===== config.mk =====
export PLATFORM = sky130hd
export DESIGN_NAME = aoc_top
export DESIGN_NICKNAME = d
export VERILOG_FILES = /design/src/core/aoc_pkg.sv /design/src/core/aoc_chan_if.sv /design/src/core/aoc_chan_lane.sv /design/src/core/aoc_clk_phase.sv /design/src/core/aoc_top.sv
export VERILOG_INCLUDE_DIRS = /design/src /design/src/core
export SDC_FILE = /design/constraint.sdc
export NUM_CORES = 1
export LEC_CHECK = 0
export BUFFER_PORTS_ARGS = -buffer_cell sky130_fd_sc_hd__buf_2
export CORE_ASPECT_RATIO = 1.75
export CORE_UTILIZATION = 61
export DETAILED_ROUTE_END_ITERATION = 8
export MAX_ROUTING_LAYER = met4
export PLACE_DENSITY_LB_ADDON = 0.08
export SYNTH_ARGS = -nofsm -noshare
export SYNTH_HDL_FRONTEND = slang
export SYNTH_SLANG_ARGS = --single-unit

===== constraint.sdc =====
create_clock -name clk -period 7.2 [get_ports clk]
set_input_delay 1.44 -clock clk [delete_from_list [all_inputs] [get_ports clk]]
set_output_delay 1.44 -clock clk [all_outputs]
set_load 0.03 [all_outputs]

===== src/core/aoc_cfg.svh =====
// Offsets, field positions, reset values and limits of the output
// configuration bank. Assumes inclusion by its bare name.
// Functional notes
// Each channel holds an eight-bit signed offset trim, reset to zero.
// Output mode bit 0 selects offset binary or twos complement for all channels, bit 2 inverts one channel, reset 0x01.
// Output mode bit 6 selects standard LVDS swing or the reduced-range link for all channels.
// The two-bit termination field gives none for 00, 200 ohms for 01 and 100 ohms for 10 and 11.
// Output adjust bit 0 selects single or double drive strength, reset 0x00.
// The output phase low nibble holds the output clock phase code 0 to 11, reset 0x03.
// Output phase bits 6 to 4 pick which clock divider phase drives the output clock.
// The divider phase choice moves only the output clock and never the sample strobe.
// The reference field maps codes 0 to 4 onto the five input spans, reset 0x04.
// The host picks with the channel index which channels a per-channel write reaches.
// Open bits read zero and ignore writes, and reserved field codes are not taken.
`ifndef AOC_CFG_SVH
`define AOC_CFG_SVH
// ********************************************************************
// Register offsets
// ********************************************************************
`define AOC_OFS_TRIM 8'h10
`define AOC_OFS_FMT 8'h14
`define AOC_OFS_DRV 8'h15
`define AOC_OFS_PHASE 8'h16
`define AOC_OFS_REF 8'h18
// ********************************************************************
// Reset values
// ********************************************************************
`define AOC_RST_TRIM 8'h00
`define AOC_RST_FMT 8'h01
`define AOC_RST_DRV 8'h00
`define AOC_RST_PHASE 8'h03
`define AOC_RST_REF 8'h04
// ********************************************************************
// Field positions and limits
// ********************************************************************
`define AOC_FMT_TWOS_BIT 0
`define AOC_FMT_INV_BIT 2
`define AOC_FMT_LVDS_BIT 6
`define AOC_DRV_STR_BIT 0
`define AOC_DRV_TERM_LSB 4
`define AOC_DRV_TERM_MSB 5
`define AOC_PH_OUT_LSB 0
`define AOC_PH_OUT_MSB 3
`define AOC_PH_IN_LSB 4
`define AOC_PH_IN_MSB 6
`define AOC_REF_LSB 0
`define AOC_REF_MSB 2
`define AOC_PH_OUT_MAX 4'hB
`define AOC_REF_MAX 3'h4
`define AOC_SMP_MAX 12'hFFF
`endif


===== src/core/aoc_pkg.sv =====
// Types shared by the output configuration bank.
// Assumes nothing of its surroundings.
package aoc_pkg;
	typedef enum logic [1:0] {
		AOC_TERM_NONE = 2'h0,
		AOC_TERM_200 = 2'h1,
		AOC_TERM_100 = 2'h2
	} aoc_term_t;
	typedef enum logic [2:0] {
		AOC_SPAN_1V00 = 3'h0,
		AOC_SPAN_1V14 = 3'h1,
		AOC_SPAN_1V33 = 3'h2,
		AOC_SPAN_1V60 = 3'h3,
		AOC_SPAN_2V00 = 3'h4
	} aoc_span_t;
	typedef logic [11:0] aoc_smp_t;
endpackage


===== src/core/aoc_chan_if.sv =====
// Per-channel settings and sample path between the bank and one lane.
// Assumes both ends share clk.
`timescale 1ns/1ps
interface aoc_chan_if;
	logic [7:0] trim;
	logic invert;
	logic twos;
	aoc_pkg::aoc_smp_t smp_in;
	logic smp_valid;
	aoc_pkg::aoc_smp_t dat_out;
	logic dat_valid;
	modport bank (output trim, invert, twos, smp_in, smp_valid,
		input dat_out, dat_valid);
	modport lane (input trim, invert, twos, smp_in, smp_valid,
		output dat_out, dat_valid);
endinterface


===== src/core/aoc_chan_lane.sv =====
// One channel lane: offset trim, format and inversion of a sample.
// Assumes offset-binary samples arriving synchronous to clk.
`timescale 1ns/1ps
`include "aoc_cfg.svh"
module aoc_chan_lane (
	input wire logic clk,
	input wire logic sys_rst,
	input wire logic ce,
	aoc_chan_if.lane ch
);
	logic signed [13:0] sum;
	aoc_pkg::aoc_smp_t sat, fmt, dat_r;
	logic vld_r;
	// Trim added in signed arithmetic, clamped to the code range
	assign sum = $signed({2'b00, ch.smp_in}) +
		$signed({{6{ch.trim[7]}}, ch.trim});
	assign sat = sum[13] ? 12'h000 :
		(sum[12] ? `AOC_SMP_MAX : sum[11:0]);
	assign fmt = ch.twos ? {~sat[11], sat[10:0]} : sat;
	always_ff @(posedge clk or posedge sys_rst) begin
		if (sys_rst) begin
			dat_r <= 12'h000;
			vld_r <= 1'b0;
		end else if (ce) begin
			vld_r <= ch.smp_valid;
			if (ch.smp_valid) begin
				dat_r <= ch.invert ? ~fmt : fmt;
			end
		end
	end
	assign ch.dat_out = dat_r;
	assign ch.dat_valid = vld_r;
endmodule


===== src/core/aoc_clk_phase.sv =====
// Clock divider phase picker: sample strobe and output clock strobe.
// Assumes the divide ratio is held steady by its own register.
`timescale 1ns/1ps
module aoc_clk_phase (
	input wire logic clk,
	input wire logic sys_rst,
	input wire logic ce,
	input wire logic [2:0] div_ratio,
	input wire logic [2:0] in_phase,
	output logic sample_strobe,
	output logic out_clk_strobe
);
	logic [2:0] cnt_r, cnt_nxt, sel;
	logic smp_r, oclk_r;
	assign cnt_nxt = (cnt_r >= div_ratio) ? 3'h0 : cnt_r + 3'h1;
	// Phase beyond the ratio sticks to the last divider phase
	assign sel = (in_phase > div_ratio) ? div_ratio : in_phase;
	always_ff @(posedge clk or posedge sys_rst) begin
		if (sys_rst) begin
			cnt_r <= 3'h0;
			smp_r <= 1'b0;
			oclk_r <= 1'b0;
		end else if (ce) begin
			cnt_r <= cnt_nxt;
			smp_r <= (cnt_nxt == 3'h0);
			oclk_r <= (cnt_nxt == sel);
		end
	end
	assign sample_strobe = smp_r;
	assign out_clk_strobe = oclk_r;
endmodule


===== src/core/aoc_top.sv =====
// Output configuration bank of a dual converter back end.
// Assumes a byte register port fed by the serial port front end and a
// channel index driven from the device index register outside.
`timescale 1ns/1ps
`include "aoc_cfg.svh"
module aoc_top (
	input wire logic clk,
	input wire logic sys_rst,
	input wire logic ce,
	input wire logic reg_wr,
	input wire logic reg_rd,
	input wire logic [7:0] reg_addr,
	input wire logic [7:0] reg_wdata,
	output logic [7:0] reg_rdata,
	output logic reg_rvalid,
	input wire logic [1:0] chan_index,
	input wire logic [2:0] clk_div_ratio,
	input wire logic smp_valid,
	input wire logic [11:0] smp_a_in,
	input wire logic [11:0] smp_b_in,
	output logic [11:0] dat_a_out,
	output logic [11:0] dat_b_out,
	output logic dat_valid,
	output logic lvds_reduced,
	output aoc_pkg::aoc_term_t term_sel,
	output logic drive_double,
	output logic [3:0] out_clk_phase,
	output logic [2:0] in_clk_phase,
	output aoc_pkg::aoc_span_t ref_span,
	output logic sample_strobe,
	output logic out_clk_strobe
);
	localparam int NCH = 2;
	// Whole reset bytes, so each field resets from its own bit positions
	localparam logic [7:0] RST_TRIM = `AOC_RST_TRIM;
	localparam logic [7:0] RST_FMT = `AOC_RST_FMT;
	localparam logic [7:0] RST_DRV = `AOC_RST_DRV;
	localparam logic [7:0] RST_PHASE = `AOC_RST_PHASE;
	localparam logic [7:0] RST_REF = `AOC_RST_REF;

	// ****************************************************************
	// Address decode
	// ****************************************************************
	function automatic logic aoc_hit(input logic [7:0] a,
		input logic [7:0] ofs);
		aoc_hit = (a == ofs);
	endfunction

	logic hit_trim, hit_fmt, hit_drv, hit_phase, hit_ref;
	logic wr_fmt, wr_drv, wr_phase, wr_ref;
	assign hit_trim = aoc_hit(reg_addr, `AOC_OFS_TRIM);
	assign hit_fmt = aoc_hit(reg_addr, `AOC_OFS_FMT);
	assign hit_drv = aoc_hit(reg_addr, `AOC_OFS_DRV);
	assign hit_phase = aoc_hit(reg_addr, `AOC_OFS_PHASE);
	assign hit_ref = aoc_hit(reg_addr, `AOC_OFS_REF);
	assign wr_fmt = reg_wr & hit_fmt;
	assign wr_drv = reg_wr & hit_drv;
	assign wr_phase = reg_wr & hit_phase;
	assign wr_ref = reg_wr & hit_ref;

	// ****************************************************************
	// Global settings
	// ****************************************************************
	logic twos_r, lvds_r, drv_r;
	logic [1:0] term_r;
	logic [3:0] oph_r, oph_nxt;
	logic [2:0] iph_r;
	logic [2:0] ref_r, ref_nxt;
	logic [3:0] oph_wr;
	logic [2:0] ref_wr;

	assign oph_wr = reg_wdata[`AOC_PH_OUT_MSB:`AOC_PH_OUT_LSB];
	assign ref_wr = reg_wdata[`AOC_REF_MSB:`AOC_REF_LSB];
	// Reserved codes leave the field as it was
	assign oph_nxt = (oph_wr > `AOC_PH_OUT_MAX) ? oph_r : oph_wr;
	assign ref_nxt = (ref_wr > `AOC_REF_MAX) ? ref_r : ref_wr;

	always_ff @(posedge clk or posedge sys_rst) begin
		if (sys_rst) begin
			twos_r <= RST_FMT[`AOC_FMT_TWOS_BIT];
			lvds_r <= RST_FMT[`AOC_FMT_LVDS_BIT];
		end else if (ce && wr_fmt) begin
			twos_r <= reg_wdata[`AOC_FMT_TWOS_BIT];
			lvds_r <= reg_wdata[`AOC_FMT_LVDS_BIT];
		end
	end

	always_ff @(posedge clk or posedge sys_rst) begin
		if (sys_rst) begin
			drv_r <= RST_DRV[`AOC_DRV_STR_BIT];
			term_r <= RST_DRV[`AOC_DRV_TERM_MSB:`AOC_DRV_TERM_LSB];
		end else if (ce && wr_drv) begin
			drv_r <= reg_wdata[`AOC_DRV_STR_BIT];
			term_r <= reg_wdata[`AOC_DRV_TERM_MSB:`AOC_DRV_TERM_LSB];
		end
	end

	always_ff @(posedge clk or posedge sys_rst) begin
		if (sys_rst) begin
			oph_r <= RST_PHASE[`AOC_PH_OUT_MSB:`AOC_PH_OUT_LSB];
			iph_r <= RST_PHASE[`AOC_PH_IN_MSB:`AOC_PH_IN_LSB];
		end else if (ce && wr_phase) begin
			oph_r <= oph_nxt;
			iph_r <= reg_wdata[`AOC_PH_IN_MSB:`AOC_PH_IN_LSB];
		end
	end

	always_ff @(posedge clk or posedge sys_rst) begin
		if (sys_rst) begin
			ref_r <= RST_REF[`AOC_REF_MSB:`AOC_REF_LSB];
		end else if (ce && wr_ref) begin
			ref_r <= ref_nxt;
		end
	end

	// ****************************************************************
	// Per-channel settings and lanes
	// ****************************************************************
	logic [7:0] trim_r [NCH];
	logic inv_r [NCH];
	aoc_pkg::aoc_smp_t smp_in [NCH];
	aoc_pkg::aoc_smp_t dat_out [NCH];
	logic dat_vld [NCH];

	assign smp_in[0] = smp_a_in;
	assign smp_in[1] = smp_b_in;

	genvar gi;
	generate
		for (gi = 0; gi < NCH; gi++) begin : g_ch
			logic wr_trim_i, wr_inv_i;
			aoc_chan_if cif ();
			// Channel index gates the per-channel writes
			assign wr_trim_i = reg_wr & hit_trim & chan_index[gi];
			assign wr_inv_i = wr_fmt & chan_index[gi];
			always_ff @(posedge clk or posedge sys_rst) begin
				if (sys_rst) begin
					trim_r[gi] <= RST_TRIM;
					inv_r[gi] <= RST_FMT[`AOC_FMT_INV_BIT];
				end else if (ce) begin
					if (wr_trim_i) begin
						trim_r[gi] <= reg_wdata;
					end
					if (wr_inv_i) begin
						inv_r[gi] <= reg_wdata[`AOC_FMT_INV_BIT];
					end
				end
			end
			assign cif.trim = trim_r[gi];
			assign cif.invert = inv_r[gi];
			assign cif.twos = twos_r;
			assign cif.smp_in = smp_in[gi];
			assign cif.smp_valid = smp_valid;
			assign dat_out[gi] = cif.dat_out;
			assign dat_vld[gi] = cif.dat_valid;
			aoc_chan_lane u_lane (
				.clk(clk),
				.sys_rst(sys_rst),
				.ce(ce),
				.ch(cif.lane)
			);
		end
	endgenerate

	assign dat_a_out = dat_out[0];
	assign dat_b_out = dat_out[1];
	assign dat_valid = dat_vld[0];

	// ****************************************************************
	// Clock phase selection
	// ****************************************************************
	aoc_clk_phase u_phase (
		.clk(clk),
		.sys_rst(sys_rst),
		.ce(ce),
		.div_ratio(clk_div_ratio),
		.in_phase(iph_r),
		.sample_strobe(sample_strobe),
		.out_clk_strobe(out_clk_strobe)
	);

	// ****************************************************************
	// Decoded settings
	// ****************************************************************
	logic [1:0] term_dec;
	// Both upper termination codes give the same 100 ohm setting
	assign term_dec = (term_r == 2'h0) ? aoc_pkg::AOC_TERM_NONE :
		((term_r == 2'h1) ? aoc_pkg::AOC_TERM_200 :
		aoc_pkg::AOC_TERM_100);

	always_ff @(posedge clk or posedge sys_rst) begin
		if (sys_rst) begin
			term_sel <= aoc_pkg::AOC_TERM_NONE;
		end else if (ce) begin
			term_sel <= aoc_pkg::aoc_term_t'(term_dec);
		end
	end

	assign lvds_reduced = lvds_r;
	assign drive_double = drv_r;
	assign out_clk_phase = oph_r;
	assign in_clk_phase = iph_r;
	assign ref_span = aoc_pkg::aoc_span_t'(ref_r);

	// ****************************************************************
	// Read back
	// ****************************************************************
	logic rsel;
	logic [7:0] rd_trim, rd_fmt, rd_drv, rd_phase, rd_ref, rd_mux;
	// Lowest selected channel answers a per-channel read
	assign rsel = ~chan_index[0] & chan_index[1];
	assign rd_trim = rsel ? trim_r[1] : trim_r[0];
	// Open positions read zero
	assign rd_fmt = {1'b0, lvds_r, 3'h0, (rsel ? inv_r[1] : inv_r[0]),
		1'b0, twos_r};
	assign rd_drv = {2'h0, term_r, 3'h0, drv_r};
	assign rd_phase = {1'b0, iph_r, oph_r};
	assign rd_ref = {5'h00, ref_r};
	assign rd_mux = hit_trim ? rd_trim :
		hit_fmt ? rd_fmt :
		hit_drv ? rd_drv :
		hit_phase ? rd_phase :
		hit_ref ? rd_ref : 8'h00;

	always_ff @(posedge clk or posedge sys_rst) begin
		if (sys_rst) begin
			reg_rdata <= 8'h00;
			reg_rvalid <= 1'b0;
		end else if (ce) begin
			reg_rvalid <= reg_rd;
			if (reg_rd) begin
				reg_rdata <= rd_mux;
			end
		end
	end
endmodule


* After elaboration in Yosys (flattened, before gate mapping)
Cells that the tools add are included.
Storage, ports and cells: flip-flop bits (word level) 74
Cells by class: $add $sub $neg 3, order comparisons 4, equal/unequal tests 7, multiplexer cells 19, bitwise gates (word level) 17, reduce and logical (&&, ||, !) cells 14
Operator list (number):
- 12-bit two-way mux | 8
- 8-bit by 5-bit equality test with 1-bit output (second input constant) | 5
- 13-bit by 8-bit adder with 14-bit output | 2
- 12-bit NOT | 2
- 7-bit two-way mux | 3
- 8-bit two-way mux | 2
- 2-bit AND reduction | 8
- 1-bit AND | 10
- 3-bit two-way mux | 3
- 1-bit NOT | 5
- 4-bit greater-than comparator (second input constant) | 1
- 1-bit logical AND | 4
- 2-bit two-way mux | 2
- 3-bit by 1-bit adder with 3-bit output (second input constant) | 1
- 3-bit equality test | 1
- 3-bit >= comparator | 1
- 3-bit greater-than comparator | 1
- 3-bit greater-than comparator (second input constant) | 1
- 3-bit logical NOT | 1
- 2-bit by 1-bit equality test with 1-bit output (second input constant) | 1
- 2-bit logical NOT | 1
- 1-bit two-way mux | 1

* Depth between registers and ports, before layout
depth in word-level cells 7, depth in mapped cells 11

* Cells and area by module
Synthesis repeated with hierarchy kept, for this count alone.
Unflattened totals: cells, all modules 593, area, all modules 5601.6 um2
By module, submodules not included:
- aoc_top | times used 1, cells an instance 183, area an instance 2137.0 um2, sequential area each 1106.1 um2
- aoc_chan_lane (g_ch[1].u_lane) | times used 1, cells an instance 179, area an instance 1525.2 um2, sequential area each 325.3 um2
- aoc_chan_lane (g_ch[0].u_lane) | times used 1, cells an instance 180, area an instance 1488.9 um2, sequential area each 325.3 um2
- aoc_clk_phase | times used 1, cells an instance 51, area an instance 450.4 um2, sequential area each 125.1 um2

* Worst setup path after synthesis
OpenSTA, ideal clock, no wires.
kind in2reg, from in smp_a_in[0], to reg g_ch[0].u_lane.dat_r[3], setup time 126 ps, arrival 3615 ps, setup slack 3459 ps, stages 10, buffers on the path 1, cell sequence ha_1 > fa_1 > a21o_1 > and4_4 > o31ai_4 > o21ba_4 > xnor2_4 > buf_6 > o21ai_1 > a221o_1
On the way: word-level cells in the longest chain between the ends 6
RTL lines:
- from (decl) | RTL line aoc_top.sv:19 | input wire logic [11:0] smp_a_in,
- 13-bit by 8-bit adder with 14-bit output * | RTL line aoc_chan_lane.sv:15 | assign sum = $signed({2'b00, ch.smp_in}) +
- 12-bit two-way mux | RTL line aoc_chan_lane.sv:18 | (sum[12] ? `AOC_SMP_MAX : sum[11:0]);
- 12-bit two-way mux * | RTL line aoc_chan_lane.sv:17 | assign sat = sum[13] ? 12'h000 :
- 12-bit two-way mux * | RTL line aoc_chan_lane.sv:19 | assign fmt = ch.twos ? {~sat[11], sat[10:0]} : sat;
- 12-bit NOT | RTL line aoc_chan_lane.sv:27 | dat_r <= ch.invert ? ~fmt : fmt;
- 12-bit two-way mux * | RTL line aoc_chan_lane.sv:27
- to (signal assigned) | RTL line aoc_chan_lane.sv:27
- to (decl) | RTL line aoc_chan_lane.sv:12 | aoc_pkg::aoc_smp_t sat, fmt, dat_r;
Every way passes the cells marked *; elsewhere a longest branch is shown, timed or not. A chain may end at the register's enable or synchronous reset.

* Worst setup path after layout
from in smp_b_in[0], to reg g_ch[1].u_lane.dat_r[11]
On the way: word-level cells in the longest chain between the ends 7
RTL lines:
- from (decl) | RTL line aoc_top.sv:20 | input wire logic [11:0] smp_b_in,
- 13-bit by 8-bit adder with 14-bit output * | RTL line aoc_chan_lane.sv:15
- 12-bit two-way mux | RTL line aoc_chan_lane.sv:18
- 12-bit two-way mux * | RTL line aoc_chan_lane.sv:17
- 1-bit NOT | RTL line aoc_chan_lane.sv:19
- 12-bit two-way mux * | RTL line aoc_chan_lane.sv:19
- 12-bit NOT | RTL line aoc_chan_lane.sv:27
- 12-bit two-way mux * | RTL line aoc_chan_lane.sv:27
- to (signal assigned) | RTL line aoc_chan_lane.sv:27
- to (decl) | RTL line aoc_chan_lane.sv:12
Marked as above.

==> out/results.ini <==
[yosys]
ys.flop_type = dfrtp_1
yosysSeqAreaShare_pct = 35.8
synth_top_cell_by_area = dfrtp_1
syn_area_sq_mm = 0.00519
synth_edf_count = 0
yosysTopAreaCellShare_pct = 33.7
synthDistinctLibCells = 67
synth_area_per_cell_sq_um = 9.74
netlist_top_cells_count = dfrtp_1 (70), nor2_1 (38), ha_1 (33), nand3_1 (32), o21ai_0 (28)
ys_ff_latch = 74
async_reset_ff_share_pct = 100
yosys_warnings = 0
synth_area_leaders = dfrtp_1 (34%), ha_1 (8.0%), mux2_2 (4.1%)
yosysMostFrequentCell = dfrtp_1
syn_nets = 619
netlist_instances = 533

[clock_tree]
cts_tree = built
clkSinkCount = 74
cts_buffer_depth = 2
postCtsResizedCells = 0
clockRootBuffer = clkbuf_16
htree_levels = 3
clk_pin_slew_worst_paths_ns = 0.06
numCtsBuffers = 9
post_cts_buffers = 0
ctsHoldBuffers = 0
clk_latency_ns = 0.34

[floorplan]
die_height_um = 124
ioPinCount = 101
initial_core_util_pct = 62.9
fp.dieW_um = 71.7
num_rows = 44
dieArea_sq_mm = 0.00890
core_sq_mm = 0.00826

[sta]
hold_viol = 0
setup_violations = 0
relSlewSlack_pct = 40.3
rsz0062_at_grt = false
worst_pin_slew_ns = 0.895
finClkSkew_ns = 0.00854
fmax_mhz = 261
finalSetupTns_ns = 0
fin_ws_ns = 3.36
period_share_pct = 53.3
final.min_clock_period_ns = 3.84
slew_viol_final = 0

[place]
pre_cts_slack_ns = 3.04
io_buffer_count = 100
place_congestion = 0.917
hpwl_um = 9620

[worst_setup_path]
cp_max_fo = 16
cp_cell_sequence = buf_2 -> ha_1 -> fa_1 -> a211oi_1 -> o21a_1 -> o21a_1 -> nor3_1 -> or3_1 -> a211o_1 -> nand3_1
cp_data_arrival_time_ns = 4.11
reg2reg_to = g_ch[0].u_lane.ch.dat_out[3]
crit_slowest_cell = or3_1
crit_path_start_kind = input port
rrSetupSlack_ns = 4.03
worst_path_dominant_cell_family = compound AO/OA/AOI/OAI gates
critPathRequiredTime_ns = 7.47
end_kind = flip-flop
slowest_delay_ns = 0.62
r2r_cells = 6
critPathKind = input port to flip-flop
rr_startpoint = g_ch[0].cif.trim[7]
cp_common_cell = o21a_1
critPathBufInv = 1

[routing]
drt_iter0_drc = 258
wl_um = 12600
vias_per_cell = 6.21
drt.antenna.violating_nets = 0
dr.pass1.iters = 5
num_vias = 4464
drc_errors = 0
wl_per_cell_um = 17.5

[global_routing]
gr-total-overflow = 0
grt_pass1_wl_um = 20100
antenna_found_initial = 0
grt_pass1_vias = 4170
grt_max_degree = 75
track_usage_pct = 30.4

[hold_path]
hold_start = reg_rdata[5]
hold_path.class = flip-flop to flip-flop
holdPathEnd = reg_rdata[5]
hold_depth = 2

[pwr]
peakVddDrop_uv = 247
power_density_mw_per_mm2 = 199
p_leak_nw = 2.99

[finish]
fin_nets = 708
antenna_cells = 0
drive_gt1_share_pct = 25.5
area_growth_pct = 15.4

[flow_run]
maxCapViolations = 0

[outcome]
outcome = completed

-- cell families (layout without fill, tap and decap cells) --
family | Yosys count | in the layout | share of synthesized area (%)
compound gates | 156 | 156 | 22.2
simple gates | 150 | 150 | 15.4
fa+ha+maj | 35 | 35 | 8.72
xor+xnor | 29 | 29 | 5.25
buf+inv | 48 | 142 | 3.98
flops | 74 | 74 | 35.8
mux | 41 | 41 | 8.70
-- layout make-up --
cell class	count	area [sq um]
multi-input cells	411	3130
repair buffers	102	515
clock inverters	7	58.8
clock buffers	9	225
well taps	92	115
inverters	24	90.1
fillers	653	2270
flip-flops and latches	74	1860
-- power breakdown --
part / switching (W) / total, W / internal [W]
clock: 0.000190 / 0.000429 / 0.000239
sequential: 0.0000267 / 0.000478 / 0.000452
combinational: 0.000175 / 0.000283 / 0.000108
-- stage by stage --
stage | power [W] | cells | cell area [sq um] | hold slack (ns) | util, %
detailed placement | 0.000769 | 703 | 5710 | 0.473 | 69.1
global placement | 0.000760 | 703 | 5710 | 0.461 | 69.1
CTS | 0.00120 | 719 | 5990 | 0.487 | 72.5
finish | 0.00119 | 719 | 5990 | 0.489 | 72.5
global route | 0.00125 | 719 | 5990 | 0.500 | 72.5
floorplan | 0.000686 | 533 | 5190 | 0.485 | -
-- registers in the layout (all words and copies together), names as in the netlist --
signal                    flops
g_ch.cif.invert               2
term_r                        2
ref_span                      3
reg_rdata                     8
g_ch.u_lane.ch.dat_valid      1
in_clk_phase                  3
u_phase.cnt_r                 3
out_clk_phase                 4
drive_double                  1
g_ch.u_lane.ch.dat_out       24
g_ch.cif.trim                16
u_phase.sample_strobe         1
lvds_reduced                  1
u_phase.out_clk_strobe        1
term_sel                      2
g_ch.cif.twos                 1
reg_rvalid                    1
-- worst register-to-register path, stage by stage (launching register included) --
cell and delay (ns):
dfrtp_1 0.77, ha_1 0.45, a21oi_1 0.38, a31oi_2 0.18, xnor2_1 0.73, o21ai_1 0.18
a221o_1 0.36
-- how the worst max path moves through the flow --
stage           startpoint                            end  slack [ns]  cells past startpoint
2_1_floorplan  smp_a_in[0]   g_ch[0].u_lane.ch.dat_out[3]        3.46                     10
3_3_place_gp   smp_b_in[0]  g_ch[1].u_lane.ch.dat_out[11]        3.09                     10
3_5_place_dp   smp_b_in[0]  g_ch[1].u_lane.ch.dat_out[11]        3.04                     10
4_1_cts        smp_b_in[0]  g_ch[1].u_lane.ch.dat_out[11]        3.37                     10
5_1_grt        smp_b_in[0]   g_ch[1].u_lane.ch.dat_out[6]        3.18                     10
6_report       smp_b_in[0]  g_ch[1].u_lane.ch.dat_out[11]        3.36                     10
-- layer usage --
layer | track usage, % | up-vias | share of wire, %
met5 | - | - | 0
met2 | 51.8 | 145 | 53
li1 | - | 2168 | -
met4 | 17.3 | 0 | 4.5
met3 | 4.37 | 41 | 4.5
met1 | 33.8 | 2110 | 38
-- placed cells by master (no fill, tap or decap), types with 7 or more instances in the layout --
cell type / count
buf_2: 100
dfrtp_1: 70
nor2_1: 38
ha_1: 33
nand3_1: 32
o21ai_0: 28
nand2_1: 25
inv_1: 23
a22oi_1: 22
mux2_2: 19
a21oi_1: 18
xnor2_1: 17
a21o_1: 14
mux2_1: 14
o211ai_1: 11
xor2_1: 11
clkbuf_16: 9
nand3b_1: 8
mux2i_1: 8
nor3_1: 7
or3b_1: 7
Note: power is estimated with default switching activity, not from simulation.
